--- src/rtl/flash_cmd_pkg.sv ---
/*
 * Shared constants of the serial flash command interpreter: opcodes,
 * frame lengths, state codes, erase kinds and timing figures.
 * Assumes a 40 MHz system clock that samples every link pin.
 */
package flash_cmd_pkg;
    localparam int CLK_MHZ = 40;
    // opcodes
    localparam logic [7:0] OP_QREAD = 8'hEB;
    localparam logic [7:0] OP_QREAD_W = 8'hE7;
    localparam logic [7:0] OP_WRAP_SET = 8'h77;
    localparam logic [7:0] OP_WRITE_ARM = 8'h06;
    localparam logic [7:0] OP_ENH_RESET = 8'hFF;
    localparam logic [7:0] OP_WIPE_4K = 8'h20;
    localparam logic [7:0] OP_WIPE_64K = 8'hD8;
    localparam logic [7:0] OP_WIPE_32K = 8'h52;
    localparam logic [7:0] OP_WIPE_ALL_A = 8'h60;
    localparam logic [7:0] OP_WIPE_ALL_B = 8'hC7;
    // frame lengths in link clocks
    localparam logic [5:0] CMD_BITS = 6'h08;
    localparam logic [5:0] QADDR_CLKS = 6'h06;
    localparam logic [5:0] IND_CLKS = 6'h02;
    localparam logic [5:0] DUMMY_EB = 6'h04;
    localparam logic [5:0] DUMMY_E7 = 6'h02;
    localparam logic [5:0] WRAP_BITS = 6'h08;
    localparam logic [5:0] EADDR_BITS = 6'h18;
    localparam logic [3:0] FF_CLKS = 4'h8;
    // wrap setup fields
    localparam int WRAP_OFF_BIT = 4;
    localparam logic [1:0] WRAP_DEPTH_RST = 2'h0;
    localparam logic [7:0] WRAP_MIN_MASK = 8'h07;
    // default erase times in microseconds
    localparam int SMALL_WIPE_US = 45_000;
    localparam int BLOCK_WIPE_US = 500_000;
    localparam int FULL_WIPE_US = 80_000_000;
    // erase region kinds
    typedef enum logic [1:0] {
        WK_4K = 2'h0,
        WK_32K = 2'h1,
        WK_64K = 2'h2,
        WK_ALL = 2'h3
    } wipe_kind_t;
    typedef enum logic [9:0] {
        S_IDLE = 10'h001,
        S_CMD = 10'h002,
        S_QADDR = 10'h004,
        S_IND = 10'h008,
        S_DUMMY = 10'h010,
        S_DATA = 10'h020,
        S_WRAP = 10'h040,
        S_EADDR = 10'h080,
        S_DONE = 10'h100,
        S_SKIP = 10'h200
    } st_t;
endpackage : flash_cmd_pkg

--- src/rtl/wipe_timer.sv ---
/*
 * Self-timed erase cycle counter: loads a cycle count on start and
 * holds busy until it runs out, then pulses done.
 * Assumes start only arrives while busy is low.
 */
`timescale 1ns/100ps
`default_nettype none
module wipe_timer #(
    parameter int WIDTH = 32
) (
    input wire logic clk,
    input wire logic rst,
    input wire logic start,
    input wire logic [WIDTH-1:0] cycles,
    output logic busy,
    output logic done
);
    typedef struct packed {
        logic [WIDTH-1:0] cnt;
        logic busy;
        logic done;
    } tmr_t;
    tmr_t r_reg, r_next;

    initial begin
        if (WIDTH < 2) $error("wipe_timer width too small");
    end

    always_comb begin
        r_next = r_reg;
        r_next.done = 1'b0;
        if (r_reg.busy) begin
            if (r_reg.cnt <= WIDTH'(1)) begin
                r_next.busy = 1'b0;
                r_next.done = 1'b1;
            end else begin
                r_next.cnt = r_reg.cnt - WIDTH'(1);
            end
        end else if (start) begin
            r_next.busy = 1'b1;
            r_next.cnt = cycles;
        end
    end

    always_ff @(posedge clk) begin
        if (rst) begin
            r_reg <= '0;
        end else begin
            r_reg <= r_next;
        end
    end

    assign busy = r_reg.busy;
    assign done = r_reg.done;
endmodule : wipe_timer
`default_nettype wire

--- src/rtl/flash_cmd.sv ---
/*
 * Command interpreter of a serial flash: quad read with enhance mode,
 * enhance reset, wrap setup, write arm and the four erase commands.
 * Assumes the array sits outside: it answers read_data for flash_addr in
 * the same cycle, erases on wipe_start, and reports protection hits.
 */
// How it works
// - toggling indicator nibbles keep enhance mode; next frame skips command
// - non-toggling indicator cancels enhance; next frame starts with command
// - quad read command is refused while an erase cycle runs; enhance mode frames still read
// - enhance mode entered only from quad reads EB and E7
// - in enhance mode a new frame starts with address clocks
// - FF on one line over 8 clocks leaves enhance mode
// - any equal indicator bit pair resets enhance mode
// - wrap setup 77: enable nibble 0 on, 1 off, then depth nibble
// - depth 0..3 selects 8, 16, 32 or 64 byte wrap
// - wrap region aligned inside the page; wrap off after reset
// - wrap setting held until reset; new 77 changes or disables it
// - quad reads wrap the address at the boundary when enabled
// - command 20 erases the 4K sector holding the address
// - D8 erases the 64K block, 52 the 32K block
// - 60 or C7 erases the whole array
// - address erase runs only if select rises right after 24 bits
// - erase starts and latch clears at select rise; busy until done, which also clears a latch set meanwhile
// - protected region stays intact but latch clears anyway
`timescale 1ns/100ps
`default_nettype none
module flash_cmd
    import flash_cmd_pkg::*;
#(
    // 64-bit: the whole-chip default count overflows a 32-bit int
    parameter longint SMALL_WIPE_CYC = longint'(SMALL_WIPE_US) * CLK_MHZ,
    parameter longint BLOCK_WIPE_CYC = longint'(BLOCK_WIPE_US) * CLK_MHZ,
    parameter longint FULL_WIPE_CYC = longint'(FULL_WIPE_US) * CLK_MHZ
) (
    input wire logic clk,
    input wire logic rst,
    input wire logic select_bar,
    input wire logic link_clk,
    input wire logic [3:0] io_lines_in,
    output logic [3:0] io_lines_out,
    output logic [3:0] io_lines_oe,
    input wire logic quad_lane_on,
    input wire logic protect_scheme,
    input wire logic [3:0] protect_level,
    input wire logic level_hit,
    input wire logic lock_hit,
    input wire logic any_lock,
    output logic [23:0] flash_addr,
    input wire logic [7:0] read_data,
    output logic wipe_start,
    output logic [1:0] wipe_kind,
    output logic write_latch,
    output logic write_busy,
    output logic enhance_on,
    output logic wrap_on,
    output logic [1:0] wrap_depth
);
    typedef struct packed {
        logic sel_s1, sel_s2, sel_d;
        logic clk_s1, clk_s2, clk_d;
        logic [3:0] io_s1, io_s2;
        st_t st;
        logic [5:0] cnt;
        logic [5:0] dummy_lim;
        logic [3:0] tot;
        logic ff_ok;
        logic [7:0] sh;
        logic [23:0] addr;
        logic enh;
        logic wrap_on;
        logic [1:0] depth;
        logic latch;
        logic nib_hi;
        logic [3:0] dout;
        logic oe;
        logic go;
        wipe_kind_t kind;
    } core_t;
    core_t r_reg, r_next;

    logic busy, done;
    logic [31:0] wipe_cycles;

    initial begin
        if (SMALL_WIPE_CYC < 1 || BLOCK_WIPE_CYC < 1 || FULL_WIPE_CYC < 1)
            $error("erase times must be at least one cycle");
        if (SMALL_WIPE_CYC >= 64'h0000_0001_0000_0000
            || BLOCK_WIPE_CYC >= 64'h0000_0001_0000_0000
            || FULL_WIPE_CYC >= 64'h0000_0001_0000_0000)
            $error("erase times must fit the 32-bit timer");
    end

    // all four bit pairs differ means the nibbles are inverses
    function automatic logic toggling(input logic [7:0] b);
        toggling = &(b[7:4] ^ b[3:0]);
    endfunction : toggling

    // with wrap on keeps the upper address bits, wraps the low ones within the depth; else plain increment
    function automatic logic [23:0] next_addr(input logic [23:0] a,
                                              input logic on,
                                              input logic [1:0] d);
        logic [7:0] m;
        logic [7:0] lo;
        m = 8'((9'h008 << d) - 9'h001);
        lo = 8'(a[7:0] + 8'h01);
        if (on)
            next_addr = {a[23:8], (a[7:0] & ~m) | (lo & m)};
        else
            next_addr = 24'(a + 24'h00_0001);
    endfunction : next_addr

    logic sel_fall, sel_rise, lk_rise, lk_fall, sel_low;
    logic [7:0] byte_in;
    logic [7:0] qbyte;
    logic region_prot, chip_prot;

    assign sel_fall = r_reg.sel_d & ~r_reg.sel_s2;
    assign sel_rise = ~r_reg.sel_d & r_reg.sel_s2;
    assign sel_low = ~r_reg.sel_s2 & ~r_reg.sel_d;
    assign lk_rise = ~r_reg.clk_d & r_reg.clk_s2 & sel_low;
    assign lk_fall = r_reg.clk_d & ~r_reg.clk_s2 & sel_low;
    assign byte_in = {r_reg.sh[6:0], r_reg.io_s2[0]};
    assign qbyte = {r_reg.sh[3:0], r_reg.io_s2};
    assign region_prot = protect_scheme ? lock_hit : level_hit;
    assign chip_prot = protect_scheme ? any_lock : (protect_level != 4'h0);

    always_comb begin
        r_next = r_reg;
        r_next.go = 1'b0;
        // only the second stage of each synchroniser is read below
        r_next.sel_s1 = select_bar;
        r_next.sel_s2 = r_reg.sel_s1;
        r_next.sel_d = r_reg.sel_s2;
        r_next.clk_s1 = link_clk;
        r_next.clk_s2 = r_reg.clk_s1;
        r_next.clk_d = r_reg.clk_s2;
        r_next.io_s1 = io_lines_in;
        r_next.io_s2 = r_reg.io_s1;
        if (done) begin
            r_next.latch = 1'b0;
        end
        if (sel_fall) begin
            r_next.cnt = 6'h00;
            r_next.tot = 4'h0;
            r_next.ff_ok = 1'b1;
            r_next.st = r_reg.enh ? S_QADDR : S_CMD;
        end else if (sel_rise) begin
            r_next.st = S_IDLE;
            r_next.oe = 1'b0;
            if (r_reg.tot == FF_CLKS && r_reg.ff_ok) begin
                r_next.enh = 1'b0;
            end
            if (r_reg.st == S_EADDR && r_reg.cnt == EADDR_BITS
                && r_reg.latch && !busy) begin
                r_next.latch = 1'b0;
                r_next.go = !region_prot;
            end else if (r_reg.st == S_DONE) begin
                if (r_reg.sh == OP_WRITE_ARM) begin
                    r_next.latch = 1'b1;
                end else if ((r_reg.sh == OP_WIPE_ALL_A
                              || r_reg.sh == OP_WIPE_ALL_B)
                             && r_reg.latch && !busy) begin
                    r_next.latch = 1'b0;
                    r_next.kind = WK_ALL;
                    r_next.go = !chip_prot;
                end
            end
        end else if (lk_rise) begin
            r_next.cnt = 6'(r_reg.cnt + 6'h01);
            r_next.tot = (r_reg.tot == 4'hF) ? r_reg.tot : 4'(r_reg.tot + 4'h1);
            r_next.ff_ok = r_reg.ff_ok & r_reg.io_s2[0];
            case (r_reg.st)
                S_CMD: begin
                    r_next.sh = byte_in;
                    if (r_reg.cnt == CMD_BITS - 6'h01) begin
                        r_next.cnt = 6'h00;
                        if (byte_in == OP_QREAD || byte_in == OP_QREAD_W) begin
                            // refused reads leave the erase cycle alone
                            r_next.st = (busy || !quad_lane_on)
                                ? S_SKIP : S_QADDR;
                            r_next.dummy_lim = (byte_in == OP_QREAD_W)
                                ? DUMMY_E7 : DUMMY_EB;
                        end else if (byte_in == OP_WRAP_SET) begin
                            r_next.st = S_WRAP;
                        end else if (byte_in == OP_WIPE_4K
                                     || byte_in == OP_WIPE_64K
                                     || byte_in == OP_WIPE_32K) begin
                            r_next.st = busy ? S_SKIP : S_EADDR;
                            r_next.kind = (byte_in == OP_WIPE_4K) ? WK_4K
                                : (byte_in == OP_WIPE_32K) ? WK_32K : WK_64K;
                        end else if (byte_in == OP_WRITE_ARM
                                     || byte_in == OP_ENH_RESET
                                     || byte_in == OP_WIPE_ALL_A
                                     || byte_in == OP_WIPE_ALL_B) begin
                            r_next.st = S_DONE;
                        end else begin
                            r_next.st = S_SKIP;
                        end
                    end
                end
                S_QADDR: begin
                    r_next.addr = {r_reg.addr[19:0], r_reg.io_s2};
                    if (r_reg.cnt == QADDR_CLKS - 6'h01) begin
                        r_next.cnt = 6'h00;
                        r_next.st = S_IND;
                    end
                end
                S_IND: begin
                    r_next.sh = qbyte;
                    if (r_reg.cnt == IND_CLKS - 6'h01) begin
                        // reached only from a quad read frame
                        r_next.enh = toggling(qbyte);
                        r_next.cnt = 6'h00;
                        r_next.st = S_DUMMY;
                    end
                end
                S_DUMMY: begin
                    if (r_reg.cnt == r_reg.dummy_lim - 6'h01) begin
                        r_next.st = S_DATA;
                        r_next.nib_hi = 1'b1;
                    end
                end
                S_WRAP: begin
                    r_next.sh = byte_in;
                    if (r_reg.cnt == WRAP_BITS - 6'h01) begin
                        r_next.wrap_on = ~byte_in[WRAP_OFF_BIT];
                        if (!byte_in[WRAP_OFF_BIT]) begin
                            r_next.depth = byte_in[1:0];
                        end
                        r_next.st = S_SKIP;
                    end
                end
                S_EADDR: begin
                    r_next.addr = {r_reg.addr[22:0], r_reg.io_s2[0]};
                    // extra bits push the count past 24 and spoil the frame
                    if (r_reg.cnt > EADDR_BITS) begin
                        r_next.cnt = r_reg.cnt;
                    end
                end
                S_DONE: r_next.st = S_SKIP;
                default: r_next.cnt = r_reg.cnt;
            endcase
        end else if (lk_fall && r_reg.st == S_DATA) begin
            r_next.oe = 1'b1;
            r_next.dout = r_reg.nib_hi ? read_data[7:4] : read_data[3:0];
            r_next.nib_hi = ~r_reg.nib_hi;
            if (!r_reg.nib_hi) begin
                r_next.addr = next_addr(r_reg.addr, r_reg.wrap_on,
                                        r_reg.depth);
            end
        end
    end

    always_ff @(posedge clk) begin
        if (rst) begin
            r_reg <= '0;
            r_reg.sel_s1 <= 1'b1;
            r_reg.sel_s2 <= 1'b1;
            r_reg.sel_d <= 1'b1;
            r_reg.st <= S_IDLE;
            r_reg.kind <= WK_4K;
            r_reg.depth <= WRAP_DEPTH_RST;
        end else begin
            r_reg <= r_next;
        end
    end

    always_comb begin
        case (r_reg.kind)
            WK_4K: wipe_cycles = 32'(SMALL_WIPE_CYC);
            WK_ALL: wipe_cycles = 32'(FULL_WIPE_CYC);
            default: wipe_cycles = 32'(BLOCK_WIPE_CYC);
        endcase
    end

    wipe_timer #(.WIDTH(32)) u_timer (
        .clk(clk),
        .rst(rst),
        .start(r_reg.go),
        .cycles(wipe_cycles),
        .busy(busy),
        .done(done)
    );

    assign io_lines_out = r_reg.dout;
    assign io_lines_oe = {4{r_reg.oe}};
    assign flash_addr = r_reg.addr;
    assign wipe_start = r_reg.go;
    assign wipe_kind = r_reg.kind;
    assign write_latch = r_reg.latch;
    assign write_busy = busy;
    assign enhance_on = r_reg.enh;
    assign wrap_on = r_reg.wrap_on;
    assign wrap_depth = r_reg.depth;
endmodule : flash_cmd
`default_nettype wire

--- config.mk ---
export PLATFORM = sky130hd
export DESIGN_NAME = flash_cmd
export DESIGN_NICKNAME = d
export VERILOG_FILES = /design/src/rtl/flash_cmd_pkg.sv /design/src/rtl/wipe_timer.sv /design/src/rtl/flash_cmd.sv
export SDC_FILE = /design/constraint.sdc
export NUM_CORES = 1
export LEC_CHECK = 0
export ABC_AREA = 0
export BUFFER_PORTS_ARGS = -buffer_cell sky130_fd_sc_hd__buf_2
export CAP_MARGIN = 5
export CELL_PAD_IN_SITES_DETAIL_PLACEMENT = 1
export CELL_PAD_IN_SITES_GLOBAL_PLACEMENT = 1
export CORE_MARGIN = 2
export CORE_UTILIZATION = 25
export CTS_CLUSTER_SIZE = 28
export DETAILED_ROUTE_END_ITERATION = 10
export PLACE_DENSITY_LB_ADDON = 0.1
export SYNTH_ARGS = -nofsm -noshare
export SYNTH_HDL_FRONTEND = slang
export SYNTH_SLANG_ARGS = --single-unit
--- constraint.sdc ---
create_clock -name clk -period 6.7 [get_ports clk]
set_clock_uncertainty 0.2 [all_clocks]
set_input_delay 1.34 -clock clk [delete_from_list [all_inputs] [get_ports clk]]
set_output_delay 1.34 -clock clk [all_outputs]
set_load 0.05 [all_outputs]
==> flow_metrics.tcl, run 1 <==
set metrics [dict create \
    fillers 3372 \
    port_buffers 65 \
    cp_max_fo 33 \
    drive_above_1_share 0.146 \
    synth_edf_count 0 \
    tns_ps 0 \
    drv_cap 0 \
    min-delay-start "r_next[82]" \
    ys_types 82 \
    grt_util_all_layers 0.163 \
    whs_ps 252 \
    ios 66 \
    place_area_sq_mm 0.00750 \
    cp-start-kind "register" \
    first_pass_iters 4 \
    slew_headroom 0.132 \
    htreeDepth 4 \
    ys.flop_type "dfxtp_1" \
    hold_viol 0 \
    multiInputGateArea_sq_mm 0.00422 \
    swShare 0.240 \
    startpoint "r_reg[65]" \
    fin_ws_ps 3130 \
    cts_resized 0 \
    utilization 0.290 \
    grt_first_pass_wirelength_mm 39.3 \
    vdd_ir_drop_max_mv 0.134 \
    cp_top_family "compound AO/OA/AOI/OAI gates" \
    postSynthAreaPerCell_sq_um 7.86 \
    critPathMaxStageDelay_ps 840 \
    cts.sinks 117 \
    die_y_um 173 \
    nNetsFinal 954 \
    switching_power_mw 0.403 \
    holdBufCountCts 0 \
    core-area_sq_mm 0.0279 \
    fmax_mhz 280 \
    initialDrtViolationCount 378 \
    pwr-share-clk 0.555 \
    critical_path_class "reg -> reg" \
    reg2reg_from "r_reg[65]" \
    min_period_ps 3570 \
    largest_reg_flops 32 \
    worstPathArrival_ps 3640 \
    synth_top_area_frac 0.328 \
    die_w_um 173 \
    p_int_mw 1.28 \
    diodes 0 \
    clkLatencyLatePin_ps 420 \
    wirelength_mm 23.9 \
    dpl_worst_slack_ps 3130 \
    postCtsSetupRepairBufs 0 \
    dieArea_sq_mm 0.0299 \
    stdcell_area_sq_mm 0.00810 \
    fin_crit_sh 0.532 \
    grt_start_max_net_pins 51 \
    via_count 6629 \
    status "completed" \
    overflow 0 \
    place_hpwl_mm 16.8 \
    drtAntennaViolNets 0 \
    cp-end-kind "register" \
    power_frac_seq 0.419 \
    cts_buffers 17 \
    setup_viol 0 \
    synth_fp_nets 952 \
    seq_area_sq_mm 0.00234 \
    required_ps 6770 \
    initial_core_util 0.256 \
    dpl.cell_count 1269 \
    syn_inst 908 \
    area_delta_synth_final_pct 13.4 \
    slew_violations 0 \
    rows 61 \
    tritoncts "yes" \
    yosysTopAreaCell "dfxtp_1" \
    ys_seq_elements 117 \
    gp_congestion 0.747 \
    layout_commonest_cell "nor2_1" \
    crit_chain "nor3_2 -> nand3_2 -> a21o_1 -> a21boi_2 -> o21ai_0 -> a211oi_1 -> a211oi_1" \
    p_total_mw 1.68 \
    synth_area_sq_mm 0.00714 \
    yosys-top-cells-area "dfxtp_1, nor2_1, a21oi_1" \
    drc 0 \
    yosysWarningCount 0 \
    tightest_slew_ps 1290 \
    wl_per_cell_um 18.4 \
    hold_path.class "reg -> reg" \
    final_cell_count_no_fill 1301 \
    cts_root_buffer "clkbuf_16" \
    rsz0062_at_grt "no" \
    power_frac_comb 0.026 \
    crit_slowest_cell "nand3_2" \
    async_flop_share 0 \
    max-clock-path-buffers 2 \
    synth_seq_area_share 0.328 \
    final_cell_mix "nor2_1, dfxtp_1, nand2_1, a21oi_1, buf_2" \
    grt_pass1_vias 6804 \
    antenna_found_initial 0 \
    p_leak_nw 3.04 \
    powerDensity_mw_per_mm2 207 \
    worst-path-buf-inv 0 \
    vias_per_cell 5.10 \
    cpMostUsedCell "a211oi_1" \
    clk_pin_slew_worst_paths_ps 60 \
]
worst register-to-register path, delay by kind of cell, from the launching register on:
kind	cells	cell delay [ps]
AO/OA/AOI/OAI	5	1580
flip-flops	1	370
AND/OR/NAND/NOR	2	1280
cell families (layout without fill, tap and decap cells):
kind of cell / count (synthesis) / after routing / synth area share
compound gates: 213 / 213 / 0.194
flops: 117 / 117 / 0.328
fa+ha+maj: 19 / 19 / 0.0333
xor+xnor: 25 / 25 / 0.0307
simple gates: 383 / 383 / 0.279
mux: 37 / 37 / 0.0526
buf+inv: 114 / 129 / 0.0820
power by group through the flow:
| stage | clock network (mW) | logic [mW] | registers [mW] |
|---|---|---|---|
| detailed placement | 0 | 0.0450 | 0.720 |
| finish | 0.932 | 0.0437 | 0.704 |
| global placement | 0 | 0.0451 | 0.720 |
| CTS | 0.965 | 0.0453 | 0.704 |
| floorplan | 0 | 0.0260 | 0.718 |
| global route | 0.996 | 0.0497 | 0.704 |
Yosys cell counts (4+ instances only):
library cell / instances
buf_4: 37
or3_1: 5
a211oi_1: 18
nand4b_1: 9
mux2i_1: 33
nor3_1: 28
dfxtp_1: 117
nand2b_1: 9
a22oi_1: 6
ha_1: 19
a21oi_1: 67
nor4_1: 21
xor2_1: 16
nand3_1: 24
o22ai_1: 9
a31oi_1: 14
nand2_1: 67
nor2_1: 125
inv_1: 26
clkbuf_1: 38
o211a_1: 4
o21ai_0: 46
or4_1: 9
buf_2: 9
a32o_1: 4
nor2b_1: 17
mux2_2: 4
nor3_2: 4
or2_2: 5
and4_1: 7
nand4_1: 20
and3_1: 5
nand3b_1: 5
xnor2_1: 9
final cells by class:
type / instances / area share
well taps: 378 / 0.0584
multi-input cells: 677 / 0.521
clock buffers: 19 / 0.0547
repair buffers: 71 / 0.0460
flip-flops and latches: 117 / 0.289
inverters: 26 / 0.0121
clock inverters: 13 / 0.0185
final timing paths:
path | to | slack, ps | depth (start not counted)
hold / removal | r_next[81] | 250 | 1
setup / recovery | register | 3130 | 7
setup reg to reg | register | 3130 | 7
hold reg to reg | r_next[81] | 250 | 1
per-layer routing:
metal / up-vias / share of wire / global-route usage
met5: - / 0 / 0
met4: 0 / 0.0097 / 0.0427
met3: 13 / 0.024 / 0.0255
met2: 97 / 0.43 / 0.245
met1: 3255 / 0.53 / 0.240
li1: 3264 / - / -
Power figures use the tool's default switching activity.
==> run 2, diff against run 1 <==
- clock period: 6.7 -> 3.7 ns (I/O delays scaled with it)
==> run 2 against run 1 <==
Net effect: critical path depth up 2; sequential cell count unchanged; cell count up 1.1%; cell area up 1.6%; sequential power up 82%; global-route usage about the same; total power up 85%; largest cell class unchanged; first-iteration DRC count down 21%; count of clock-buffer cells in the layout unchanged; register-to-register slack worse by 2400 ps; clock power up 88%.
==> flow_metrics.tcl, run 2 (synthesized netlist as in run 1, its figures left out) <==
set metrics [dict create \
    status "completed" \
    cts_buffers 17 \
    rows 61 \
    tritoncts "yes" \
    setup_viol 0 \
    gp_congestion 0.780 \
    max-clock-path-buffers 2 \
    place_hpwl_mm 17.1 \
    cts_resized 0 \
    stdcell_area_sq_mm 0.00822 \
    worstPathArrival_ps 3070 \
    tns_ps 0 \
    rsz0062_at_grt "no" \
    ios 66 \
    final_cell_mix "nor2_1, dfxtp_1, nand2_1, a21oi_1, buf_2" \
    cp-start-kind "register" \
    die_w_um 173 \
    via_count 6616 \
    p_leak_nw 3.12 \
    layout_commonest_cell "nor2_1" \
    overflow 0 \
    drc 0 \
    min-delay-start "r_next[85]" \
    slew_violations 0 \
    startpoint "byte_in[1]" \
    powerDensity_mw_per_mm2 377 \
    wl_per_cell_um 18.4 \
    fin_ws_ps 717 \
    cp_top_family "compound AO/OA/AOI/OAI gates" \
    drv_cap 0 \
    port_buffers 65 \
    tightest_slew_ps 887 \
    htreeDepth 4 \
    die_y_um 173 \
    cts_root_buffer "clkbuf_16" \
    grt_first_pass_wirelength_mm 39.2 \
    place_area_sq_mm 0.00761 \
    wirelength_mm 24.2 \
    cp_max_fo 9 \
    seq_area_sq_mm 0.00234 \
    fin_crit_sh 0.806 \
    diodes 0 \
    largest_reg_flops 32 \
    grt_pass1_vias 6764 \
    drtAntennaViolNets 0 \
    nNetsFinal 968 \
    min_period_ps 2980 \
    core-area_sq_mm 0.0279 \
    fillers 3355 \
    hold_viol 0 \
    initialDrtViolationCount 299 \
    worst-path-buf-inv 1 \
    slew_headroom 0.409 \
    hold_path.class "reg -> reg" \
    dpl_worst_slack_ps 682 \
    drive_above_1_share 0.159 \
    cp-end-kind "register" \
    multiInputGateArea_sq_mm 0.00422 \
    dpl.cell_count 1283 \
    clk_pin_slew_worst_paths_ps 60 \
    vias_per_cell 5.03 \
    critPathMaxStageDelay_ps 690 \
    initial_core_util 0.256 \
    critical_path_class "reg -> reg" \
    cpMostUsedCell "nor2_1" \
    final_cell_count_no_fill 1315 \
    crit_chain "inv_1 -> ha_1 -> nand4bb_1 -> a2111oi_0 -> nor2_1 -> or4_1 -> a21oi_1 -> mux2i_1 -> nor2_1" \
    fmax_mhz 335 \
    antenna_found_initial 0 \
    first_pass_iters 6 \
    clkLatencyLatePin_ps 420 \
    area_delta_synth_final_pct 15.2 \
    cts.sinks 117 \
    holdBufCountCts 0 \
    grt_start_max_net_pins 54 \
    postCtsSetupRepairBufs 0 \
    required_ps 3780 \
    dieArea_sq_mm 0.0299 \
    grt_util_all_layers 0.163 \
    crit_slowest_cell "a2111oi_0" \
    vdd_ir_drop_max_mv 0.289 \
    reg2reg_from "byte_in[1]" \
]
run 2: cell types whose count changed in the layout (fill, tap and decap cells not counted), sizes merged:
cell    delta
inv        +2
clkinv     -3
bufinv     +1
buf       +14
run 2: cell type report:
type / instances / area share
Tap cell: 378 / 0.0575
Multi-Input combinational cell: 677 / 0.513
Timing Repair Buffer: 85 / 0.0581
Sequential cell: 117 / 0.285
Inverter: 26 / 0.0119
Clock buffer: 19 / 0.0539
Clock inverter: 13 / 0.0208
run 2: metal layers:
metal | track usage | wire [um] | vias up
met5 | 0 | 0 | -
met2 | 0.255 | 10700 | 83
met1 | 0.234 | 12700 | 3231
met3 | 0.0262 | 594 | 15
li1 | - | - | 3287
met4 | 0.0385 | 185 | 0
run 2: final timing paths:
| check | slack (ps) | to | depth (start not counted) |
|---|---|---|---|
| hold reg to reg | 220 | r_next[84] | 1 |
| setup / recovery | 720 | wipe_kind[1] | 9 |
| setup reg to reg | 720 | wipe_kind[1] | 9 |
| hold / removal | 220 | r_next[84] | 1 |
run 2: power breakdown:
group | switching [mW] | leakage, nW | internal (mW)
clock network | 0.659 | 0.295 | 1.09
logic | 0.0552 | 1.88 | 0.0268
registers | 0.00726 | 0.945 | 1.27
total | 0.722 | 3.12 | 2.38
run 2: stage by stage:
step | power (mW) | util | hold WS [ps]
floorplan | 1.35 | - | 189
global route | 3.20 | 0.294 | 229
global placement | 1.39 | 0.272 | 196
finish | 3.10 | 0.294 | 215
detailed placement | 1.39 | 0.272 | 210
CTS | 3.15 | 0.294 | 222
==> run 3, diff against run 2 <==
- clock period: 3.7 -> 3 ns (I/O delays scaled with it)
==> run 3 against run 2 <==
Net effect: fmax up 8.2%; worst setup slack worse by 470 ps; combinational power up 35%; via count up 2.4%; total power up 28%; core utilization up 1.5 points; first-iteration DRC count unchanged; cell area up 4.9%; clock power up 30%; highest routed layer is now met5.
==> flow_metrics.tcl, run 3 (synthesized netlist as in run 1, its figures left out) <==
set metrics [dict create \
    status "completed" \
    fmax_mhz 363 \
    area_delta_synth_final_pct 20.9 \
    vdd_ir_drop_max_mv 0.340 \
    power_frac_comb 0.028 \
    clk_pin_slew_worst_paths_ps 60 \
    wl_per_cell_um 18.0 \
    min_path_cells 2 \
    p_int_mw 3.10 \
    r2r_slack_ps 240 \
    grt_util_all_layers 0.165 \
    die_y_um 173 \
    tns_ps 0 \
    dieArea_sq_mm 0.0299 \
    slew_headroom 0.475 \
    pwr-share-clk 0.575 \
    cp-start-kind "register" \
    r2r_end "r_reg[70]" \
    worstPathArrival_ps 2910 \
    largest_reg_flops 32 \
    multiInputGateArea_sq_mm 0.00425 \
    diodes 0 \
    powerDensity_mw_per_mm2 459 \
    die_w_um 173 \
    drtAntennaViolNets 0 \
    grt_start_max_net_pins 31 \
    rsz0062_at_grt "no" \
    cp-end-kind "register" \
    via_count 6773 \
    utilization 0.309 \
    seq_area_sq_mm 0.00234 \
    critical_path_class "reg -> reg" \
    dpl.cell_count 1327 \
    p_leak_nw 3.37 \
    final_cell_mix "nor2_1, dfxtp_1, nand2_1, a21oi_1" \
    grt_first_pass_wirelength_mm 39.5 \
    core-area_sq_mm 0.0279 \
    min-delay-start "io_lines_in[0]" \
    p_total_mw 3.96 \
    holdPathEnd "r_next[73]" \
    initialDrtViolationCount 299 \
    nNetsFinal 1012 \
    antenna_found_initial 1 \
    cts_buffers 17 \
    rows 61 \
    first_pass_iters 4 \
    cp_max_fo 7 \
    place_hpwl_mm 17.9 \
    initial_core_util 0.256 \
    htreeDepth 4 \
    min_period_ps 2760 \
    overflow 0 \
    drv_cap 0 \
    swShare 0.218 \
    setup_viol 0 \
    required_ps 3150 \
    fin_crit_sh 0.919 \
    grt_pass1_vias 6883 \
    slew_violations 0 \
    ios 66 \
    hold_viol 0 \
    layout_commonest_cell "nor2_1" \
    port_buffers 65 \
    wirelength_mm 24.5 \
    reg2reg_from "r_reg[66]" \
    clkLatencyLatePin_ps 420 \
    fillers 3405 \
    tightest_slew_ps 780 \
    switching_power_mw 0.864 \
    power_frac_seq 0.397 \
    drive_above_1_share 0.198 \
    vias_per_cell 4.99 \
    cts.sinks 117 \
    cts_root_buffer "clkbuf_16" \
    rr_worst_depth 7 \
    holdBufCountCts 0 \
    hold_path.class "in -> reg" \
    final_cell_count_no_fill 1358 \
    gp_congestion 0.779 \
    max-clock-path-buffers 2 \
    tritoncts "yes" \
    drc 0 \
]
-- run 3: worst max path at each step --
stage / start / end / slack [ps] / cells past startpoint
floorplan: r_reg[64] / flash_addr[16] / 550 / 8
finish: r_reg[66] / r_reg[70] / 240 / 7
global route: r_reg[66] / r_reg[70] / 60 / 7
global placement: byte_in[0] / wipe_kind[1] / 60 / 9
detailed placement: byte_in[0] / wipe_kind[1] / 50 / 9
CTS: byte_in[0] / wipe_kind[1] / 30 / 9
-- run 3: repair_timing --
action | CTS | global route
resized for setup | 0 | 5
setup endpoints to repair | 0 | 22
setup buffers | 0 | 0
-- run 3: layout make-up --
class                   instances  share of cell area
flip-flops and latches        117               0.271
well taps                     378              0.0548
repair buffers                129              0.0951
inverters                      26              0.0113
multi-input cells             677               0.493
clock buffers                  18              0.0509
clock inverters                13              0.0238
-- run 3: worst max-delay path, stage by stage, from the launching register on --
cell and delay, ps:
dfxtp_1 450, and2b_1 260, o211a_1 240, nor3_2 330
nand4_1 240, or4_1 590, nor4_1 250, a31o_2 150
-- run 3: per-stage QoR --
step | hold WS, ps | worst slack [ps] | cell area, sq um
floorplan | 189 | 546 | 7140
global placement | 202 | 57.1 | 7950
detailed placement | 199 | 48.4 | 7950
CTS | 171 | 33.1 | 8600
global route | 192 | 61.1 | 8630
finish | 195 | 243 | 8630
-- run 3: power by group through the flow --
stage / Combinational, mW / Sequential, mW / Clock [mW]
after global routing: 0.125 / 1.57 / 2.42
after CTS: 0.115 / 1.57 / 2.36
after global placement: 0.114 / 1.61 / 0
after floorplan: 0.0582 / 1.60 / 0
after detailed placement: 0.114 / 1.61 / 0
final: 0.111 / 1.57 / 2.28
-- run 3: per-layer routing --
metal,part of all wire,routed length [um],track usage
met3,0.026,629,0.0264
met2,0.45,11100,0.263
met1,0.51,12500,0.233
met4,0.0083,204,0.0395
met5,0.00053,13,0
